[src/common/cdc_pkg.sv]
// Shared constants of the codec slot link: frame layout, register map,
// reset values and divider clocking. Used by both link ends.
package cdc_pkg;
   localparam int SLOT_BITS = 16;
   localparam int SLOTS = 4;
   localparam int FRAME_BITS = SLOT_BITS * SLOTS;
   localparam logic [1:0] SLOT_CMD = 2'h0;
   localparam logic [1:0] SLOT_DATA = 2'h1;
   localparam logic [1:0] SLOT_CH0 = 2'h2;
   localparam logic [1:0] SLOT_CH1 = 2'h3;
   localparam logic [5:0] POS_LAST = 6'h3F;
   localparam logic [3:0] BIT_LAST = 4'hF;
   // Command word fields
   localparam int CMD_RW = 15;
   localparam int CMD_DEV_LO = 13;
   localparam int CMD_ADDR_LO = 5;
   localparam logic [4:0] CMD_PAD = 5'h00;
   // Register map, 8-bit registers at addresses 1..17
   localparam int REG_COUNT = 17;
   localparam logic [7:0] REG_C1_DN = 8'h01;
   localparam logic [7:0] REG_C1_I = 8'h02;
   localparam logic [7:0] REG_C1_FMT = 8'h04;
   localparam logic [7:0] REG_C2_DN = 8'h06;
   localparam logic [7:0] REG_C2_I = 8'h07;
   localparam logic [7:0] REG_C2_FMT = 8'h09;
   localparam logic [7:0] REG_CLK = 8'h0C;
   localparam logic [7:0] REG_FLAG = 8'h0D;
   localparam logic [7:0] RST_DN = 8'h50;
   localparam logic [7:0] RST_I = 8'h50;
   localparam logic [7:0] RST_FLAG = 8'h01;
   localparam logic [7:0] RST_OTHER = 8'h00;
   localparam int FLAG_EN_BIT = 0;
   localparam logic [2:0] MODE2_LO = 3'h5;
   // Bit clock half period in core cycles (8 ns each)
   localparam int BCLK_HALF_CYC = 4;
endpackage

[src/common/cdc_link_if.sv]
// Serial slot link between the codec end and the host end.
// The codec end makes the bit clock and frame sync; no tri-state pins.
`timescale 1ns/1ps
interface cdc_link_if;
   logic bclk;
   logic frame_sync;
   logic din;
   logic dout;
   modport codec (output bclk, output frame_sync, output dout, input din);
   modport host (input bclk, input frame_sync, input dout, output din);
endinterface : cdc_link_if

[src/hw/cdc_codec_end.sv]
// Codec end of the slot link: bit clock generation, ADC/DAC slot words,
// data-valid divider per channel and slot 0/1 register programming.
// Assumes the host changes din after the bit clock rises.
`timescale 1ns/1ps
module cdc_codec_end
   import cdc_pkg::*;
#(
   parameter int HALF_CYC = BCLK_HALF_CYC
) (
   input wire logic core_clk_i,
   input wire logic rst_i,
   cdc_link_if.codec link,
   input wire logic addr_select_low_i,
   input wire logic addr_select_high_i,
   input wire logic two_wire_sel_i,
   input wire logic [1:0][14:0] adc_sample_i,
   output logic [1:0] adc_take_o,
   output logic [1:0][15:0] dac_word_o,
   output logic [1:0] dac_stb_o,
   output logic [1:0] mode2_o
);
   // din must cross both synchronisers within one bit: three core cycles per phase
   if (HALF_CYC < 3 || HALF_CYC > 256) begin : g_bad_half
      $error("HALF_CYC must lie in 3 to 256");
   end

   logic [7:0] regs [1:REG_COUNT];
   logic [7:0] div_cnt;
   logic bclk_q;
   logic rise;
   logic [5:0] pos;
   logic [5:0] next_pos;
   logic [1:0] din_sync;
   logic [2:0] pin_s1;
   logic [2:0] pin_s2;
   logic din_s;
   logic [15:0] rx_sh;
   logic [15:0] rx_word;
   logic [15:0] tx_sh;
   logic [15:0] tx_word;
   logic dout_q;
   logic fs_q;
   logic slot_end;
   logic frame_start;
   logic cmd_hit;
   logic hit_q;
   logic wr_q;
   logic [7:0] addr_q;
   logic [1:0] fresh;
   logic [1:0] compand;
   logic flag_en;
   logic mode2;
   logic [7:0] rd_byte;

   // Bit clock from core clock; 8 core cycles per bit at default
   always_ff @(posedge core_clk_i or posedge rst_i) begin
      if (rst_i) begin
         div_cnt <= 8'h00;
         bclk_q <= 1'b0;
      end else if (div_cnt == 8'(HALF_CYC - 1)) begin
         div_cnt <= 8'h00;
         bclk_q <= ~bclk_q;
      end else begin
         div_cnt <= div_cnt + 8'h01;
      end
   end
   assign rise = (div_cnt == 8'(HALF_CYC - 1)) && !bclk_q;
   assign next_pos = (pos == POS_LAST) ? 6'h00 : pos + 6'h01;
   assign frame_start = rise && (next_pos == 6'h00);
   assign slot_end = rise && (pos[3:0] == BIT_LAST);

   // Pins from the other party are synchronised before use
   always_ff @(posedge core_clk_i or posedge rst_i) begin
      if (rst_i) begin
         din_sync <= 2'h0;
         pin_s1 <= 3'h0;
         pin_s2 <= 3'h0;
      end else begin
         din_sync <= {din_sync[0], link.din};
         pin_s1 <= {two_wire_sel_i, addr_select_high_i, addr_select_low_i};
         pin_s2 <= pin_s1;
      end
   end
   assign din_s = din_sync[1];

   always_ff @(posedge core_clk_i or posedge rst_i) begin
      if (rst_i) begin
         pos <= POS_LAST;
         rx_sh <= 16'h0000;
      end else if (rise) begin
         pos <= next_pos;
         rx_sh <= rx_word;
      end
   end
   // Bit driven at the previous rise is sampled now, a full bit later
   assign rx_word = {rx_sh[14:0], din_s};

   assign mode2 = regs[REG_CLK][6:4] >= MODE2_LO;
   assign flag_en = regs[REG_FLAG][FLAG_EN_BIT];
   assign compand[0] = |regs[REG_C1_FMT][1:0];
   assign compand[1] = |regs[REG_C2_FMT][1:0];
   assign mode2_o = {mode2, mode2};

   // Slot 0 decode, valid only when pos ends slot 0
   assign cmd_hit = !pin_s2[2]
      && (rx_word[CMD_DEV_LO +: 2] == pin_s2[1:0])
      && (rx_word[CMD_ADDR_LO +: 8] != 8'h00)
      && (rx_word[CMD_ADDR_LO +: 8] <= 8'(REG_COUNT));
   assign rd_byte = regs[rx_word[CMD_ADDR_LO +: 8]];

   always_ff @(posedge core_clk_i or posedge rst_i) begin
      if (rst_i) begin
         hit_q <= 1'b0;
         wr_q <= 1'b0;
         addr_q <= 8'h00;
      end else if (slot_end && pos[5:4] == SLOT_CMD) begin
         hit_q <= cmd_hit;
         wr_q <= rx_word[CMD_RW];
         addr_q <= rx_word[CMD_ADDR_LO +: 8];
      end
   end

   // Register file, reached only through slots 0 and 1 here
   always_ff @(posedge core_clk_i or posedge rst_i) begin
      if (rst_i) begin
         for (int r = 1; r <= REG_COUNT; r++) begin
            regs[r] <= RST_OTHER;
         end
         regs[REG_C1_DN] <= RST_DN;
         regs[REG_C2_DN] <= RST_DN;
         regs[REG_C1_I] <= RST_I;
         regs[REG_C2_I] <= RST_I;
         regs[REG_FLAG] <= RST_FLAG;
      end else if (slot_end && pos[5:4] == SLOT_DATA && hit_q && wr_q) begin
         regs[addr_q] <= rx_word[15:8];
      end
   end

   // Per-channel fractional divider on frame syncs
   generate
      for (genvar ch = 0; ch < 2; ch++) begin : g_div
         logic [4:0] fcnt;
         logic [4:0] len;
         logic [3:0] acc;
         logic [4:0] i_val;
         logic [4:0] d_val;
         logic [4:0] sum;
         logic carry;
         logic [7:0] dn_reg;
         logic [7:0] i_reg;
         assign dn_reg = (ch == 0) ? regs[REG_C1_DN] : regs[REG_C2_DN];
         assign i_reg = (ch == 0) ? regs[REG_C1_I] : regs[REG_C2_I];
         assign i_val = {1'b0, i_reg[7:4]} + 5'h01;
         assign d_val = {1'b0, dn_reg[7:4]} + 5'h01;
         assign sum = {1'b0, acc} + {1'b0, dn_reg[3:0]};
         assign carry = sum >= d_val;
         always_ff @(posedge core_clk_i or posedge rst_i) begin
            if (rst_i) begin
               fcnt <= 5'h00;
               len <= 5'h01;
               acc <= 4'h0;
               fresh[ch] <= 1'b0;
            end else if (frame_start) begin
               if (!mode2) begin
                  fresh[ch] <= 1'b1;
                  fcnt <= 5'h00;
               end else if (fcnt + 5'h01 >= len) begin
                  // Interval of I or I+1 frames, per channel
                  fresh[ch] <= 1'b1;
                  fcnt <= 5'h00;
                  acc <= carry ? 4'(sum - d_val) : sum[3:0];
                  len <= i_val + {4'h0, carry};
               end else begin
                  fresh[ch] <= 1'b0;
                  fcnt <= fcnt + 5'h01;
               end
            end
         end
      end
   endgenerate

   // Word for the slot whose first bit is driven at this rise
   always_comb begin
      tx_word = 16'h0000;
      case (next_pos[5:4])
         SLOT_DATA: begin
            if (cmd_hit && !rx_word[CMD_RW]) begin
               tx_word = {rd_byte, 8'h00};
            end
         end
         SLOT_CH0, SLOT_CH1: begin
            tx_word[15] = fresh[next_pos[4]] && flag_en;
            if (compand[next_pos[4]]) begin
               tx_word[14:0] = {7'h00, adc_sample_i[next_pos[4]][7:0]};
            end else begin
               tx_word[14:0] = adc_sample_i[next_pos[4]];
            end
         end
         default: tx_word = 16'h0000;
      endcase
   end

   always_ff @(posedge core_clk_i or posedge rst_i) begin
      if (rst_i) begin
         tx_sh <= 16'h0000;
         dout_q <= 1'b0;
         fs_q <= 1'b0;
         adc_take_o <= 2'h0;
      end else begin
         adc_take_o <= 2'h0;
         if (rise) begin
            fs_q <= next_pos == 6'h00;
            if (next_pos[3:0] == 4'h0) begin
               dout_q <= tx_word[15];
               tx_sh <= {tx_word[14:0], 1'b0};
               if (next_pos[5] && tx_word[15]) begin
                  adc_take_o[next_pos[4]] <= 1'b1;
               end
            end else begin
               dout_q <= tx_sh[15];
               tx_sh <= {tx_sh[14:0], 1'b0};
            end
         end
      end
   end

   // DAC words carry no flag; every frame delivers one per channel
   always_ff @(posedge core_clk_i or posedge rst_i) begin
      if (rst_i) begin
         dac_word_o <= '0;
         dac_stb_o <= 2'h0;
      end else begin
         dac_stb_o <= 2'h0;
         if (slot_end && pos[5]) begin
            dac_stb_o[pos[4]] <= 1'b1;
            if (compand[pos[4]]) begin
               dac_word_o[pos[4]] <= {8'h00, rx_word[7:0]};
            end else begin
               dac_word_o[pos[4]] <= rx_word;
            end
         end
      end
   end

   assign link.bclk = bclk_q;
   assign link.frame_sync = fs_q;
   assign link.dout = dout_q;
endmodule // cdc_codec_end

[src/flat_wrapper.sv]
// flat-port wrapper written by rule: the top's interface ports become plain ports
module cdc_codec_end_flat import cdc_pkg::*;
#(
   parameter int HALF_CYC = BCLK_HALF_CYC
)
  (core_clk_i, rst_i, addr_select_low_i, addr_select_high_i, two_wire_sel_i, adc_sample_i, adc_take_o, dac_word_o, dac_stb_o, mode2_o, link_bclk, link_frame_sync, link_dout, link_din);
  cdc_link_if link_i ();
  input wire logic core_clk_i;
  input wire logic rst_i;
  input wire logic addr_select_low_i;
  input wire logic addr_select_high_i;
  input wire logic two_wire_sel_i;
  input wire logic [1:0][14:0] adc_sample_i;
  output logic [1:0] adc_take_o;
  output logic [1:0][15:0] dac_word_o;
  output logic [1:0] dac_stb_o;
  output logic [1:0] mode2_o;
  output wire logic [$bits(link_i.bclk)-1:0] link_bclk;
  output wire logic [$bits(link_i.frame_sync)-1:0] link_frame_sync;
  output wire logic [$bits(link_i.dout)-1:0] link_dout;
  input wire logic [$bits(link_i.din)-1:0] link_din;
  assign link_bclk = link_i.bclk;
  assign link_frame_sync = link_i.frame_sync;
  assign link_dout = link_i.dout;
  assign link_i.din = link_din;
  cdc_codec_end #(.HALF_CYC(HALF_CYC)) u_core (.core_clk_i(core_clk_i), .rst_i(rst_i), .link(link_i), .addr_select_low_i(addr_select_low_i), .addr_select_high_i(addr_select_high_i), .two_wire_sel_i(two_wire_sel_i), .adc_sample_i(adc_sample_i), .adc_take_o(adc_take_o), .dac_word_o(dac_word_o), .dac_stb_o(dac_stb_o), .mode2_o(mode2_o));
endmodule
[config.mk]
export PLATFORM = sky130hd
export DESIGN_NAME = cdc_codec_end_flat
export DESIGN_NICKNAME = d
export VERILOG_FILES = /design/src/common/cdc_pkg.sv /design/src/common/cdc_link_if.sv /design/src/hw/cdc_codec_end.sv /design/src/flat_wrapper.sv
export SDC_FILE = /design/constraint.sdc
export NUM_CORES = 1
export LEC_CHECK = 0
export ABC_CLOCK_PERIOD_IN_PS = 23200
export BUFFER_PORTS_ARGS = -buffer_cell sky130_fd_sc_hd__buf_2
export CAP_MARGIN = 20
export CORE_UTILIZATION = 66
export DETAILED_ROUTE_END_ITERATION = 6
export HOLD_SLACK_MARGIN = 0.15
export PLACE_DENSITY = 0.95
export SETUP_SLACK_MARGIN = 0.4
export SKIP_LAST_GASP = 1
export SLEW_MARGIN = 10
export SYNTH_ARGS = -nofsm -noshare
export SYNTH_HDL_FRONTEND = slang
export SYNTH_SLANG_ARGS = --single-unit
[constraint.sdc]
create_clock -name core_clk_i -period 23.2 [get_ports core_clk_i]
set_input_delay 1.16 -clock core_clk_i [delete_from_list [all_inputs] [get_ports core_clk_i]]
set_output_delay 1.16 -clock core_clk_i [all_outputs]
set_load 0.02 [all_outputs]
* Word level (Yosys, flattened, before mapping) *
Index checks and enable logic that the tools add are counted.

cells by class
  $add $sub $neg = 14
  reductions and logical operators = 29
  equal/unequal tests = 8
  mux-type cells = 44
  order comparisons = 13
  bitwise operators = 3

operators with widths
  operator               count
  $bwmux W136            1
  $bwmux W32             2
  $mux W16               3
  $mux W15               3
  $bmux W8 S5            1
  $demux W8 S5           1
  $mux W32               1
  $mux W8                4
  $pmux W16 S2           1
  $add A4 B1 Y5 const B  4
  $ge A5 B5 Y1           4
  $mux W5                4
  $ge A9 B6 Y1 const B   2
  $not A8 Y9             2
  $logic_and A1 B1 Y1    17
  $demux W16 S1          1
  $mux W1                13
  $add A4 B4 Y5          2
  $add A5 B1 Y5          2
  $add A5 B1 Y5 const B  2
  $lt A9 B1 Y1 const B   1
  $add A8 B1 Y8 const B  1
  $eq A8 B2 Y1 const B   1
  $le A8 B5 Y1 const B   1
  22 further kinds       37

word-level totals
  logic and storage cells = 153
  bits of input ports = 36
  register bits after elaboration = 268
  output and inout bits = 41

* Longest topological paths before layout *
  depth in word-level cells = 11
  mapped depth = 14
  gate-level depth less buffers = 14

* Worst setup path before layout *
Ideal clock, no wire load.

  kind = register to register
  start = register u_core.regs (netlist bit u_core.g_div[1].dn_reg[0])
  end = register u_core.g_div[1].len[1]
  period minus slack after synthesis = 2.950 ns
  cell stages (with the launch flop) = 13
  data required time = 23.075 ns
  path buffers = 1
  arrival = 2.825 ns
  path slack = 20.250 ns
  setup time = 0.125 ns
  cell sequence = dfrtp_1 > ha_1 > fa_1 > a21o_1 > a21o_1 > ha_1 > a311oi_1 > a211o_1 > clkbuf_1 > ha_1 > inv_1 > ha_1 > mux2_2

between the ends
  longest elaborated chain between the ends = 3

RTL lines
  what                              line                  source
  start: declaration                cdc_codec_end.sv:27   logic [7:0] regs [1:REG_COUNT];
  start signal: indexed assignment  cdc_codec_end.sv:135  regs[addr_q] <= rx_word[15:8];
  $add A4 B4 Y5                     cdc_codec_end.sv:155  assign sum = {1'b0, acc} + {1'b0, dn_reg[3:0]};
  $ge A5 B5 Y1                      cdc_codec_end.sv:156  assign carry = sum >= d_val;
  $add A5 B1 Y5                     cdc_codec_end.sv:172  len <= i_val + {4'h0, carry};
  end signal: assignment            cdc_codec_end.sv:172
  end: declaration                  cdc_codec_end.sv:143  logic [4:0] len;

No other way between the ends.
A chain may end at the register's enable or synchronous reset.

* Worst setup path after layout *
  start = register u_core.pos[0]
  end = register u_core.g_div[0].len[1]

between the ends
  longest elaborated chain between the ends = 5
  elaborated cells between the ends (all ways) = 6
  classes of those cells = add/sub: 1; eq/ne: 1; mux: 1; reduce/logical: 3

RTL lines
  what                                           line                  source
  start: declaration                             cdc_codec_end.sv:31   logic [5:0] pos;
  start signal: assignment                       cdc_codec_end.sv:91   pos <= next_pos;
  $add A6 B1 Y6 or $eq A6 B6 Y1 (tied branches)  cdc_codec_end.sv:68   assign next_pos = (pos == POS_LAST) ? 6'h00 : pos + 6'h01;
  $mux W6 (*)                                    cdc_codec_end.sv:68
  $logic_not A6 Y1 (*)                           cdc_codec_end.sv:69   assign frame_start = rise && (next_pos == 6'h00);
  $logic_and A1 B1 Y1 (*)                        cdc_codec_end.sv:69
  $reduce_and A3 Y1 (no source line) (*)         n/a
  end signal: assignment                         cdc_codec_end.sv:172
  end: declaration                               cdc_codec_end.sv:143

Every way passes the cells marked *; elsewhere a longest branch is shown, timed or not.

==> impl_results.md <==
* Hold slack at 0.355 ns
* Core area at 19500 sq um
* Max Slew Vio Count at 0
* Post-place setup slack at 19.42 ns
* Vias in the first global route at 9847
* Yosys warns at 0
* RSZ-0062 raised after global routing: no
* Synth area leader: dfrtp_1
* Period utilization at 0.157
* WL final at 33600 um
* CP Data Required Time at 23.62 ns
* Crit-path cells: ha_1, and3_1, xnor2_2, buf_4, o2111ai_1, or4b_1, mux2_1
* Die width at 143 um
* Critical path data arrival time at 4.06 ns
* Share of layout cells above drive strength 1 at 0.299
* Post-DP Area at 13700 sq um
* Worst-skew pair later-pin latency at 0.55 ns
* Slowest CP cell: or4b_1
* Num rows at 51
* Hold crit path type: flop to flop
* Number of distinct library cells after synthesis at 62
* Max frequency at 0.275 GHz
* Max incr delay on CP at 0.89 ns
* Mapped Area at 13100 sq um
* Post-synth top cells: dfrtp_1 (250), nand2_1 (168), mux2_2 (162)
* Clock skew at 0.0244 ns
* Top Usage Layer GRT: met2
* Starting Density at 0.675
* Status: finished clean
* Normalized max-slew margin at 0.279
* Crit start category: flop
* Post-synthesis sequential area ratio at 0.511
* GRT overflow at 0
* Die span in y at 143 um
* CTS tree: yes
* Static Leak at 7.28 nW
* Tmin final at 3.64 ns
* Post-route ant nets at 0
* Cts bufs inserted at 28
* ANT cells at 0
* CP delay by family, top: simple AND/OR/NAND/NOR gates
* Biggest register: u_core.regs
* Clock buffer depth at 3
* Worst setup EP type: flop
* WL/cell at 22.8 um
* Worst-Margin Slew at 1.08 ns
* Largest net degree at the start of global routing at 127
* CTS H-Tree Depth at 1
* Grt met3 use at 0.0842
* Number of synthesized register bits at 267
* Vias at 9725
* Max reg flops at 103
* GP Congestion at 0.929
* Postcts setup bufs at 0
* Worst-path fanout max at 21
* Syn avg cell area at 11.6 sq um
* Clock Pin Slew Worst Setup and Hold Paths at 0.06 ns
* CP Class: flop to flop
* Most common cell in the netlist: dfrtp_1
* Number of fill cells at 1070
* Final Setup Violations at 0
* First-pass GRT wire length at 53000 um
* CTS sink count at 267
* Cells after synthesis at 1132
* DR vias/cell at 6.61
* Largest cells by area after synthesis: dfrtp_1 (48%), mux2_2 (14%), nand2_1 (4.8%)
* Antenna violations before repair at 0
* Clk root buf: clkbuf_16
* PortBufs at 76
* Grt met2 use at 0.558
* Met1 Usage GRT at 0.422
* Dpl hpwl at 20200 um
* Setup TNS Final at 0 ns
* Ys flop type: dfrtp_1
* Initial DRC count at 1150
* Syn_nets at 1211
* Die area at 20500 sq um
* Setup ws final at 19.56 ns
* Syn-to-layout area delta at 11.8%
* Synth async-reset ratio at 1.00
* Final Hold Fails at 0
* I/O pin count at 77
* Number of remaining DRC errors at 0
* Post-synth top area share at 0.477
* All-Layer GR Usage at 0.342
* Max Cap Violations at 0
* VDD IR max at 0.0564 mV
* CTS resizes at 0
* EDFF count, synth at 0
* CP bufs+invs at 1
* PwrDens at 65.3 nW/um^2
* # hold bufs at CTS at 0
* Post-layout power at 959 uW
* Final instance area at 14700 sq um
* Drt first pass iters at 6
* Net count, final at 1263
[cells in the final DEF (no fill, tap or decap), types with 9 or more instances in the layout]
cell type	n
mux2i_1	39
dfrtp_1	249
nand3_1	31
buf_4	17
o21ai_0	52
mux4_2	20
a21oi_1	20
nor2_1	14
xnor2_1	24
a21o_1	11
inv_1	32
nand2_1	168
mux2_2	162
ha_1	39
or3_1	13
clkbuf_16	28
o21ai_1	14
dfstp_2	17
buf_2	76
clkbuf_8	9
nor3_1	9
nand2b_1	16
[per-layer routing]
layer | share of wire | routed length, um
met4 | 0.054 | 1820
met2 | 0.48 | 16200
met1 | 0.37 | 12300
met3 | 0.096 | 3230
met5 | 0 | 0
[final timing paths]
check / slack, ns / end / depth (start not counted) / startpoint
max in group asynchronous: 20.05 / u_core.rx_sh[4] / 4 / rst_i
max reg2reg: 19.56 / u_core.g_div[0].len[1] / 7 / u_core.pos[0]
min reg2reg: 0.35 / u_core.pin_s2[1] / 0 / u_core.pin_s1[1]
min: 0.35 / u_core.pin_s2[1] / 0 / u_core.pin_s1[1]
min in group asynchronous: 0.81 / u_core.pin_s1[2] / 2 / rst_i
max: 19.56 / u_core.g_div[0].len[1] / 7 / u_core.pos[0]
[stage by stage]
| stage | util | instances |
|---|---|---|
| 2_1_floorplan | - | 1132 |
| 3_3_place_gp | 0.704 | 1419 |
| 3_5_place_dp | 0.704 | 1419 |
| 4_1_cts | 0.754 | 1471 |
| 5_1_grt | 0.754 | 1471 |
| 6_report | 0.754 | 1471 |
[power breakdown]
| part | internal [mW] | leakage [nW] | switching [mW] |
|---|---|---|---|
| Sequential | 0.467 | 3.58 | 0.000966 |
| Clock | 0.285 | 0.480 | 0.185 |
| Combinational | 0.00591 | 3.21 | 0.0151 |
| Total | 0.758 | 7.28 | 0.201 |
[final cells by class]
cell class / count / area (sq um) / share of cell area
inverter: 33 / 131 / 0.00895
clock inverter: 7 / 125 / 0.00853
clock buffer: 45 / 855 / 0.0582
timing repair buffer: 93 / 508 / 0.0346
sequential: 267 / 6700 / 0.457
tap: 265 / 332 / 0.0226
multi-input combinational: 761 / 6020 / 0.410
[kinds of logic (layout without fill, tap and decap cells)]
| family | after synthesis | in the layout | synth area share |
|---|---|---|---|
| xor+xnor | 33 | 33 | 0.0220 |
| flops | 267 | 267 | 0.511 |
| simple gates | 311 | 311 | 0.116 |
| buf+inv | 104 | 178 | 0.0314 |
| compound gates | 151 | 151 | 0.0720 |
| mux | 223 | 223 | 0.205 |
| fa+ha+maj | 43 | 43 | 0.0433 |
[worst reg2reg max path, stage by stage (launching register included)]
cell and delay [ns]:
dfstp_2 0.63, ha_1 0.34, and3_1 0.36, xnor2_2 0.15, buf_4 0.32, o2111ai_1 0.41, or4b_1 0.89, mux2_1 0.41
No activity file was read; power rests on OpenSTA's default activity.
